File: src/common/tgt_regs_pkg.sv
// Constants and carrier types for the target status and tx length bank.
// Assumes an APB master with 32-bit data and byte addressing.
package tgt_regs_pkg;
	localparam int ADDR_W = 8;
	localparam int DATA_W = 32;
	// Register indices; byte address is four times the index
	localparam logic [5:0] IDX_TARGET_STATE = 6'h21;
	localparam logic [5:0] IDX_TX_COUNT_HIGH = 6'h22;
	localparam logic [5:0] IDX_TX_COUNT_LOW = 6'h23;
	localparam logic [5:0] IDX_RATE_TIMER = 6'h24;
	localparam logic [5:0] IDX_CONV_RESULT = 6'h25;
	localparam logic [5:0] IDX_TUNE_A = 6'h26;
	localparam logic [5:0] IDX_TUNE_B = 6'h27;
	localparam logic [5:0] IDX_IRQ_STATUS = 6'h30;
	localparam logic [5:0] IDX_IRQ_MASK = 6'h31;
	localparam logic [5:0] IDX_CONTROL = 6'h32;
	localparam logic [1:0] WORD_ALIGN = 2'h0;
	// Reset values
	localparam logic [7:0] TUNE_RESET = 8'h80;
	localparam logic [12:0] COUNT_RESET = 13'h0000;
	localparam logic [2:0] EXTRA_RESET = 3'h0;
	localparam logic [2:0] IRQ_RESET = 3'h0;
	localparam logic [7:0] BYTE_ZERO = 8'h00;
	localparam logic [31:0] WORD_ZERO = 32'h0000_0000;
	// Target state codes
	localparam logic [3:0] ST_POWER_OFF = 4'h0;
	localparam logic [3:0] ST_IDLE = 4'h1;
	localparam logic [3:0] ST_READY_ONE = 4'h2;
	localparam logic [3:0] ST_READY_TWO = 4'h3;
	localparam logic [3:0] ST_ACTIVE = 4'h5;
	localparam logic [3:0] ST_HALT = 4'h9;
	localparam logic [3:0] ST_READY_ONE_STAR = 4'ha;
	localparam logic [3:0] ST_READY_TWO_STAR = 4'hb;
	localparam logic [3:0] ST_ACTIVE_STAR = 4'hd;
	// Interrupt status bit positions
	localparam int IRQ_PARITY = 0;
	localparam int IRQ_ACTIVE = 1;
	localparam int IRQ_CONV = 2;
	localparam int IRQ_W = 3;
	// Control bit: anticollision enable
	localparam int CTL_ANTICOLL = 0;

	typedef struct packed {
		logic [3:0] target_state;
		logic [1:0] detected_rate;
		logic second_field_wait_timer_running;
		logic gp_timer_running;
		logic no_response_timer_running;
		logic mask_rx_timer_running;
		logic [7:0] conv_result;
		logic conv_done;
		logic reqa_wupa_cmd;
		logic type_a_framing;
	} core_status_t;

	typedef struct packed {
		logic [12:0] full_bytes;
		logic [2:0] extra_bits;
		logic parity_off;
	} tx_len_t;

	typedef enum logic [1:0] {
		APB_IDLE,
		APB_WAIT,
		APB_DONE
	} apb_state_t;
endpackage

File: src/verilog/tgt_status_regs.sv
// APB register bank: target state view, tx length, rate and timer view,
// converter result, two tuning DAC codes and an interrupt block.
// Assumes core status inputs are synchronous to pclk.
`timescale 1ns/1ns

// What this block does
// - Show the 4-bit type A passive target state code.
// - Full-byte count is 13 bits: upper 8 in high, lower 5 in low[7:3].
// - Low[2:0] counts extra bits after last byte, sent LSB first.
// - Extra bits only with type A framing, sent without parity.
// - Anticollision, idle and extra bits set: REQA/WUPA raises parity irq.
// - Rate register bits 5:4 show detected bit rate; 7:6 reserved.
// - Rate register bits 3:0 show the four timer running flags.
// - Converter register shows last completed conversion, read only.
// - Tuning DAC A code, resets to 0x80.
// - Tuning DAC B code, resets to 0x80.
module tgt_status_regs
	import tgt_regs_pkg::*;
(
	input wire logic pclk, // APB clock
	input wire logic presetn, // Async reset, active low
	input wire logic psel, // Slave select
	input wire logic penable, // Access phase
	input wire logic pwrite, // 1 write, 0 read
	input wire logic [ADDR_W-1:0] paddr, // Byte address
	input wire logic [DATA_W-1:0] pwdata, // Write data
	output logic [DATA_W-1:0] prdata, // Read data
	output logic pready, // Transfer done
	output logic pslverr, // Unmapped access
	input wire core_status_t core_status, // Live core state
	output tx_len_t tx_len, // Transmit length setup
	output logic [7:0] tune_dac_a, // DAC A code
	output logic [7:0] tune_dac_b, // DAC B code
	output logic irq // Level interrupt
);
	apb_state_t apb_state;
	logic [7:0] count_high;
	logic [7:0] count_low;
	logic [7:0] conv_result;
	logic [IRQ_W-1:0] irq_status;
	logic [IRQ_W-1:0] irq_mask;
	logic anticoll_en;
	logic was_active;
	logic [5:0] index;
	logic aligned;
	logic mapped;
	logic wr_done;
	logic [7:0] rd_byte;
	logic now_active;
	logic [IRQ_W-1:0] events;
	logic [IRQ_W-1:0] w1c;
	logic [IRQ_W-1:0] next_status;

	assign index = paddr[7:2];
	assign aligned = (paddr[1:0] == WORD_ALIGN);

	always_comb begin
		case (index)
			IDX_TARGET_STATE,
			IDX_TX_COUNT_HIGH,
			IDX_TX_COUNT_LOW,
			IDX_RATE_TIMER,
			IDX_CONV_RESULT,
			IDX_TUNE_A,
			IDX_TUNE_B,
			IDX_IRQ_STATUS,
			IDX_IRQ_MASK,
			IDX_CONTROL: begin
				mapped = aligned;
			end
			default: begin
				mapped = 1'b0;
			end
		endcase
	end

	// Writes land only on the edge where pready is seen high
	assign wr_done = psel & penable & pready & pwrite & mapped;

	// Read mux; unlisted indices and reserved bits read zero, unaligned addresses still return the register
	always_comb begin
		rd_byte = BYTE_ZERO;
		case (index)
			IDX_TARGET_STATE: begin
				rd_byte = {4'h0, core_status.target_state};
			end
			IDX_TX_COUNT_HIGH: begin
				rd_byte = count_high;
			end
			IDX_TX_COUNT_LOW: begin
				rd_byte = count_low;
			end
			IDX_RATE_TIMER: begin
				rd_byte = {2'h0, core_status.detected_rate,
					core_status.second_field_wait_timer_running,
					core_status.gp_timer_running,
					core_status.no_response_timer_running,
					core_status.mask_rx_timer_running};
			end
			IDX_CONV_RESULT: begin
				rd_byte = conv_result;
			end
			IDX_TUNE_A: begin
				rd_byte = tune_dac_a;
			end
			IDX_TUNE_B: begin
				rd_byte = tune_dac_b;
			end
			IDX_IRQ_STATUS: begin
				rd_byte = {5'h00, irq_status};
			end
			IDX_IRQ_MASK: begin
				rd_byte = {5'h00, irq_mask};
			end
			IDX_CONTROL: begin
				rd_byte = {7'h00, anticoll_en};
			end
			default: begin
				rd_byte = BYTE_ZERO;
			end
		endcase
	end

	// One wait state so prdata and pready both come from flops
	always_ff @(posedge pclk or negedge presetn) begin
		if (!presetn) begin
			apb_state <= APB_IDLE;
		end else begin
			case (apb_state)
				APB_IDLE: begin
					if (psel && !penable) begin
						apb_state <= APB_WAIT;
					end
				end
				APB_WAIT: begin
					apb_state <= APB_DONE;
				end
				APB_DONE: begin
					apb_state <= APB_IDLE;
				end
				default: begin
					apb_state <= APB_IDLE;
				end
			endcase
		end
	end

	always_ff @(posedge pclk or negedge presetn) begin
		if (!presetn) begin
			pready <= 1'b0;
		end else begin
			pready <= (apb_state == APB_WAIT) && psel && penable;
		end
	end

	always_ff @(posedge pclk or negedge presetn) begin
		if (!presetn) begin
			prdata <= WORD_ZERO;
			pslverr <= 1'b0;
		end else if (apb_state == APB_WAIT && psel && penable) begin
			prdata <= pwrite ? WORD_ZERO : {24'h00_0000, rd_byte};
			pslverr <= !mapped;
		end else begin
			pslverr <= 1'b0;
		end
	end

	always_ff @(posedge pclk or negedge presetn) begin
		if (!presetn) begin
			count_high <= COUNT_RESET[12:5];
			count_low <= {COUNT_RESET[4:0], EXTRA_RESET};
		end else if (wr_done) begin
			if (index == IDX_TX_COUNT_HIGH) begin
				count_high <= pwdata[7:0];
			end
			if (index == IDX_TX_COUNT_LOW) begin
				count_low <= pwdata[7:0];
			end
		end
	end

	always_ff @(posedge pclk or negedge presetn) begin
		if (!presetn) begin
			tune_dac_a <= TUNE_RESET;
			tune_dac_b <= TUNE_RESET;
		end else if (wr_done) begin
			if (index == IDX_TUNE_A) begin
				tune_dac_a <= pwdata[7:0];
			end
			if (index == IDX_TUNE_B) begin
				tune_dac_b <= pwdata[7:0];
			end
		end
	end

	always_ff @(posedge pclk or negedge presetn) begin
		if (!presetn) begin
			irq_mask <= IRQ_RESET;
			anticoll_en <= 1'b0;
		end else if (wr_done) begin
			if (index == IDX_IRQ_MASK) begin
				irq_mask <= pwdata[IRQ_W-1:0];
			end
			if (index == IDX_CONTROL) begin
				anticoll_en <= pwdata[CTL_ANTICOLL];
			end
		end
	end

	always_ff @(posedge pclk or negedge presetn) begin
		if (!presetn) begin
			conv_result <= BYTE_ZERO;
		end else if (core_status.conv_done) begin
			conv_result <= core_status.conv_result;
		end
	end

	// extra bits forwarded only with type A framing; parity dropped for split type A frames
	always_ff @(posedge pclk or negedge presetn) begin
		if (!presetn) begin
			tx_len <= '0;
		end else begin
			tx_len.full_bytes <= {count_high, count_low[7:3]};
			tx_len.extra_bits <= core_status.type_a_framing
				? count_low[2:0] : EXTRA_RESET;
			tx_len.parity_off <= core_status.type_a_framing
				&& (count_low[2:0] != EXTRA_RESET);
		end
	end

	// Entering active lets the host know it now owns command handling
	assign now_active = (core_status.target_state == ST_ACTIVE)
		|| (core_status.target_state == ST_ACTIVE_STAR);

	always_ff @(posedge pclk or negedge presetn) begin
		if (!presetn) begin
			was_active <= 1'b0;
		end else begin
			was_active <= now_active;
		end
	end

	always_comb begin
		events = '0;
		events[IRQ_PARITY] = anticoll_en
			&& (core_status.target_state == ST_IDLE)
			&& (count_low[2:0] != EXTRA_RESET)
			&& core_status.reqa_wupa_cmd;
		events[IRQ_ACTIVE] = now_active && !was_active;
		events[IRQ_CONV] = core_status.conv_done;
	end

	assign w1c = (wr_done && index == IDX_IRQ_STATUS)
		? pwdata[IRQ_W-1:0] : IRQ_RESET;

	// A new event in the clearing cycle wins over the clear
	assign next_status = (irq_status & ~w1c) | events;

	always_ff @(posedge pclk or negedge presetn) begin
		if (!presetn) begin
			irq_status <= IRQ_RESET;
		end else begin
			irq_status <= next_status;
		end
	end

	// Registered so the pin is glitch free; lags status by one cycle
	always_ff @(posedge pclk or negedge presetn) begin
		if (!presetn) begin
			irq <= 1'b0;
		end else begin
			irq <= |(irq_status & irq_mask);
		end
	end
endmodule

File: config.mk
export PLATFORM = sky130hd
export DESIGN_NAME = tgt_status_regs
export DESIGN_NICKNAME = d
export VERILOG_FILES = /design/src/common/tgt_regs_pkg.sv /design/src/verilog/tgt_status_regs.sv
export SDC_FILE = /design/constraint.sdc
export NUM_CORES = 1
export LEC_CHECK = 0
export BUFFER_PORTS_ARGS = -buffer_cell sky130_fd_sc_hd__buf_2
export CAP_MARGIN = 15
export CORE_ASPECT_RATIO = 1.4
export CORE_MARGIN = 2
export CORE_UTILIZATION = 45
export DETAILED_ROUTE_END_ITERATION = 12
export HOLD_SLACK_MARGIN = 0.02
export PLACE_DENSITY = 0.78
export SYNTH_ARGS = -nofsm -noshare
export SYNTH_HDL_FRONTEND = slang
export SYNTH_SLANG_ARGS = --single-unit
File: constraint.sdc
create_clock -name pclk -period 2.8 [get_ports pclk]
set_input_delay 0 -clock pclk [delete_from_list [all_inputs] [get_ports pclk]]
set_output_delay 0 -clock pclk [all_outputs]
set_load 0.005 [all_outputs]
==> reports/results.txt <==
Hold Crit Depth: 4
CORE AREA: 7750 µm²
Synth Area in Simple Gates: 13.6%
Router iterations before antenna repair: 4
I/O pin count: 134
Post-Synth Adder-Cell Area: 0%
Footprint of the multi-input gates: 1440 µm²
Sequential cell area: 1950 µm²
Fin util: 58.4%
Yosys warnings: 0
EDFF count, synth: 0
Setup_tns: 0 ps
Fin. Hold Viols: 0
Root Buffer: clkbuf_8
Die height: 110 µm
Multiplexer share of the synthesized area: 17.6%
Fillers: 673
Tot GR Track Use: 21.3%
Worst skew pair latency: 360 ps
Min-delay src: psel
Area growth from synthesis to layout: 26.1%
Area leader, netlist: dfrtp_1
Post-Layout Cell Count: 525
Max stage delay on crit path: 410 ps
Reg power frac: 54.8%
Switching pwr: 503 µW
Synth Area in Compound Gates: 6.34%
Asr flop ratio synth: 100%
Chip width: 79.5 µm
Final setup fails: 0
Hold Crit Class: in2reg
Clk slew on worst S/H paths: 80 ps
Placer congestion estimate: 0.881
Ranking of synthesized cells by area: dfrtp_1 53%, mux2_2 13%, buf_4 5.2%
Met1 Wirelength: 3440 µm
Htree depth: 3
Sink Count: 78
Slew @ Worst Pin: 956 ps
CTS max path bufs: 2
Number of global-route vias before repair: 2775
Total number of vias: 2794
DRT antenna net count: 0
Synth Cell Area: 3590 µm²
Top delay family on crit path: simple AND/OR/NAND/NOR gates
Average wire per cell in the routed design: 16.9 µm
Die area: 8720 µm²
Drc violations: 0
Min Clock Period, post-route: 1860 ps
Pin count of the biggest net entering global routing: 79
Worst R2R Start: apb_state[1]
Clock skew: 10.6 ps
Max layer used: met4
VDD IR max: 0.291 mV
Slowest stage cell, crit path: nor2_1
Clock share of power: 36.3%
Critical Path Start Type: flop
Syn_area_per_cell: 12.0 µm²
Internal power: 1.59 mW
Max Slew Vio Count: 0
LEAKAGE: 2.29 nW
CTS tree: done
Worst setup EP type: flop
Crit path buf inv count: 1
First-pass GRT wire length: 13900 µm
Seq/Total Area, Yosys: 54.4%
GR Overflow Total: 0
Initial antenna violation count: 0
CP cell instances: nand4b_1 -> buf_4 -> nor2_1 -> nand2_1 -> o211ai_1
Critical path arrival: 2140 ps
WP data required: 3080 ps
Xor/xnor share of the synthesized area: 0%
Diode count: 0
Starting Density: 46.3%
Met3 WL: 482 µm
Worst R2R Setup Slack: 940 ps
Max-Slew Margin vs Limit: 36.3%
Hpwl dp: 6130 µm
# Max-Cap Violations: 0
Top FF cell, synth: dfrtp_1
FF+latch count, synth: 78
Total Wirelength: 8870 µm
Layout cells sized above 1: 36.5%
RSZ-0062 raised after global routing: no
Type of the worst setup path: reg2reg
RR Endpoint: prdata[1]
Via density: 5.32
CTS Buf Count: 9
Fin nets: 486
Worst reg-to-reg path cell count: 5
Power density over the cells: 463 nW/µm²
Max frequency: 537 MHz
Combinational Power Share: 8.9%
Synth top area share: 53.0%
Outcome: finished clean
Switching share of power: 24.0%
FP Rows: 38
Unique masters post-synth: 39
Critical-path maximum fanout: 12
Dpl cells: 478
Largest family of logic cells by synthesized area: multiplexers
DRT iter0 DRCs: 174
Mapped Cells: 300
Period utilization: 66.5%
WL met2: 4640 µm
Hold Path End: pready
PortBufs: 85
Yosys cell counts, types with 2 or more instances:
library cell  count
nor3_1           31
nand2_1          11
nor2b_1           3
nand4_1           8
o311ai_0          2
o21ai_0           2
dfrtp_1          76
buf_4            25
and2_1            4
a22oi_1           2
nand3_1           3
clkbuf_1          7
nand4bb_1         2
nand2b_1          2
mux2_2           42
inv_1            15
nor4_1            4
nand3_2           4
o211ai_1          9
nand4b_1          2
mux2i_1          16
a221oi_1          3
nor2_1            7
buf_2             2
dfstp_2           2
a21o_1            3
power groups by stage:
stage | combinational [mW] | clock, mW | sequential (mW)
floorplan | 0.0960 | 0 | 1.17
global placement | 0.148 | 0 | 1.17
detailed placement | 0.152 | 0 | 1.17
CTS | 0.186 | 0.777 | 1.15
global route | 0.206 | 0.825 | 1.15
finish | 0.186 | 0.762 | 1.15
cells in the final DEF, fill, tap and decap left out, types with 2 or more instances in the layout:
master         netlist  layout
buf_2                2      84
mux2_2              42      42
nand2b_1             2       2
nand3_2              4       4
nand4b_1             2       2
and2_1               4       4
dlygate4sd3_1        0      31
conb_1               1      24
a21o_1               3       3
a221oi_1             3       3
o311ai_0             2       2
nand3_1              3       3
a22oi_1              2       2
o211ai_1             9       9
mux2i_1             16      16
nor2b_1              3       3
nor3_1              31      31
clkinv_2             0       2
inv_1               15      15
nor2_1               7       7
clkbuf_1             7       2
dfstp_2              2       2
nand2_1             11      11
o21ai_0              2       2
clkbuf_8             0      11
buf_4               25       6
nand4bb_1            2       2
nand4_1              8       8
dfrtp_1             76      76
nor4_1               4       4
area by class of cell:
| class | count | share of cell area (%) |
|---|---|---|
| Sequential cell | 78 | 43.2 |
| Inverter | 15 | 1.24 |
| Tap cell | 100 | 2.76 |
| Multi-Input combinational cell | 195 | 31.8 |
| Clock buffer | 13 | 3.51 |
| Clock inverter | 3 | 0.414 |
| Timing Repair Buffer | 121 | 17.1 |
worst max path at each step:
stage	from	endpoint	slack [ps]	cells after the start
final	apb_state[1]	prdata[1]	940	5
after global routing	apb_state[1]	prdata[4]	790	5
after CTS	apb_state[1]	prdata[1]	950	5
after detailed placement	paddr[2]	count_high[2]	840	5
after global placement	paddr[2]	count_high[2]	830	5
after floorplan	pready	count_high[0]	930	4
tightest hold or removal path, stage by stage:
cell and delay, ps:
buf_2 100, nand4b_1 100, buf_4 190, inv_1 60
through the flow:
step           power [mW]  setup slack (ps)  cell area (µm²)  hold slack [ps]
6_report             2.10               938             4530              126
4_1_cts              2.11               946             4530              110
3_5_place_dp         1.32               838             4040              209
2_1_floorplan        1.26               930             3680             -296
3_3_place_gp         1.32               830             4040              194
5_1_grt              2.18               794             4530              149
metal layers:
| layer | vias to the layer above | global-route usage (%) |
|---|---|---|
| met3 | 24 | 3.94 |
| met1 | 1386 | 25.9 |
| met4 | 0 | 11.5 |
| li1 | 1274 | - |
| met2 | 110 | 35.8 |
| met5 | - | 0 |
state kept, by name, summed over array words and instances (netlist names):
signal       flops
irq              1
irq_status       3
anticoll_en      1
count_low        8
pslverr          1
was_active       1
tune_dac_a       8
apb_state        2
irq_mask         3
count_high       8
tx_len          17
conv_result      8
prdata           8
pready           1
tune_dac_b       8
cells by family (layout without fill, tap and decap cells):
logic type,after synthesis,in the layout
buf+inv,50,152
flops,78,78
compound gates,27,27
other cells,1,24
simple gates,86,86
mux,58,58
timing repair:
action,in CTS,in global routing
hold endpoints to repair,130,0
resized for setup,0,0
hold buffers,31,0
setup buffers,0,0
Power figures use the tool's default switching activity.
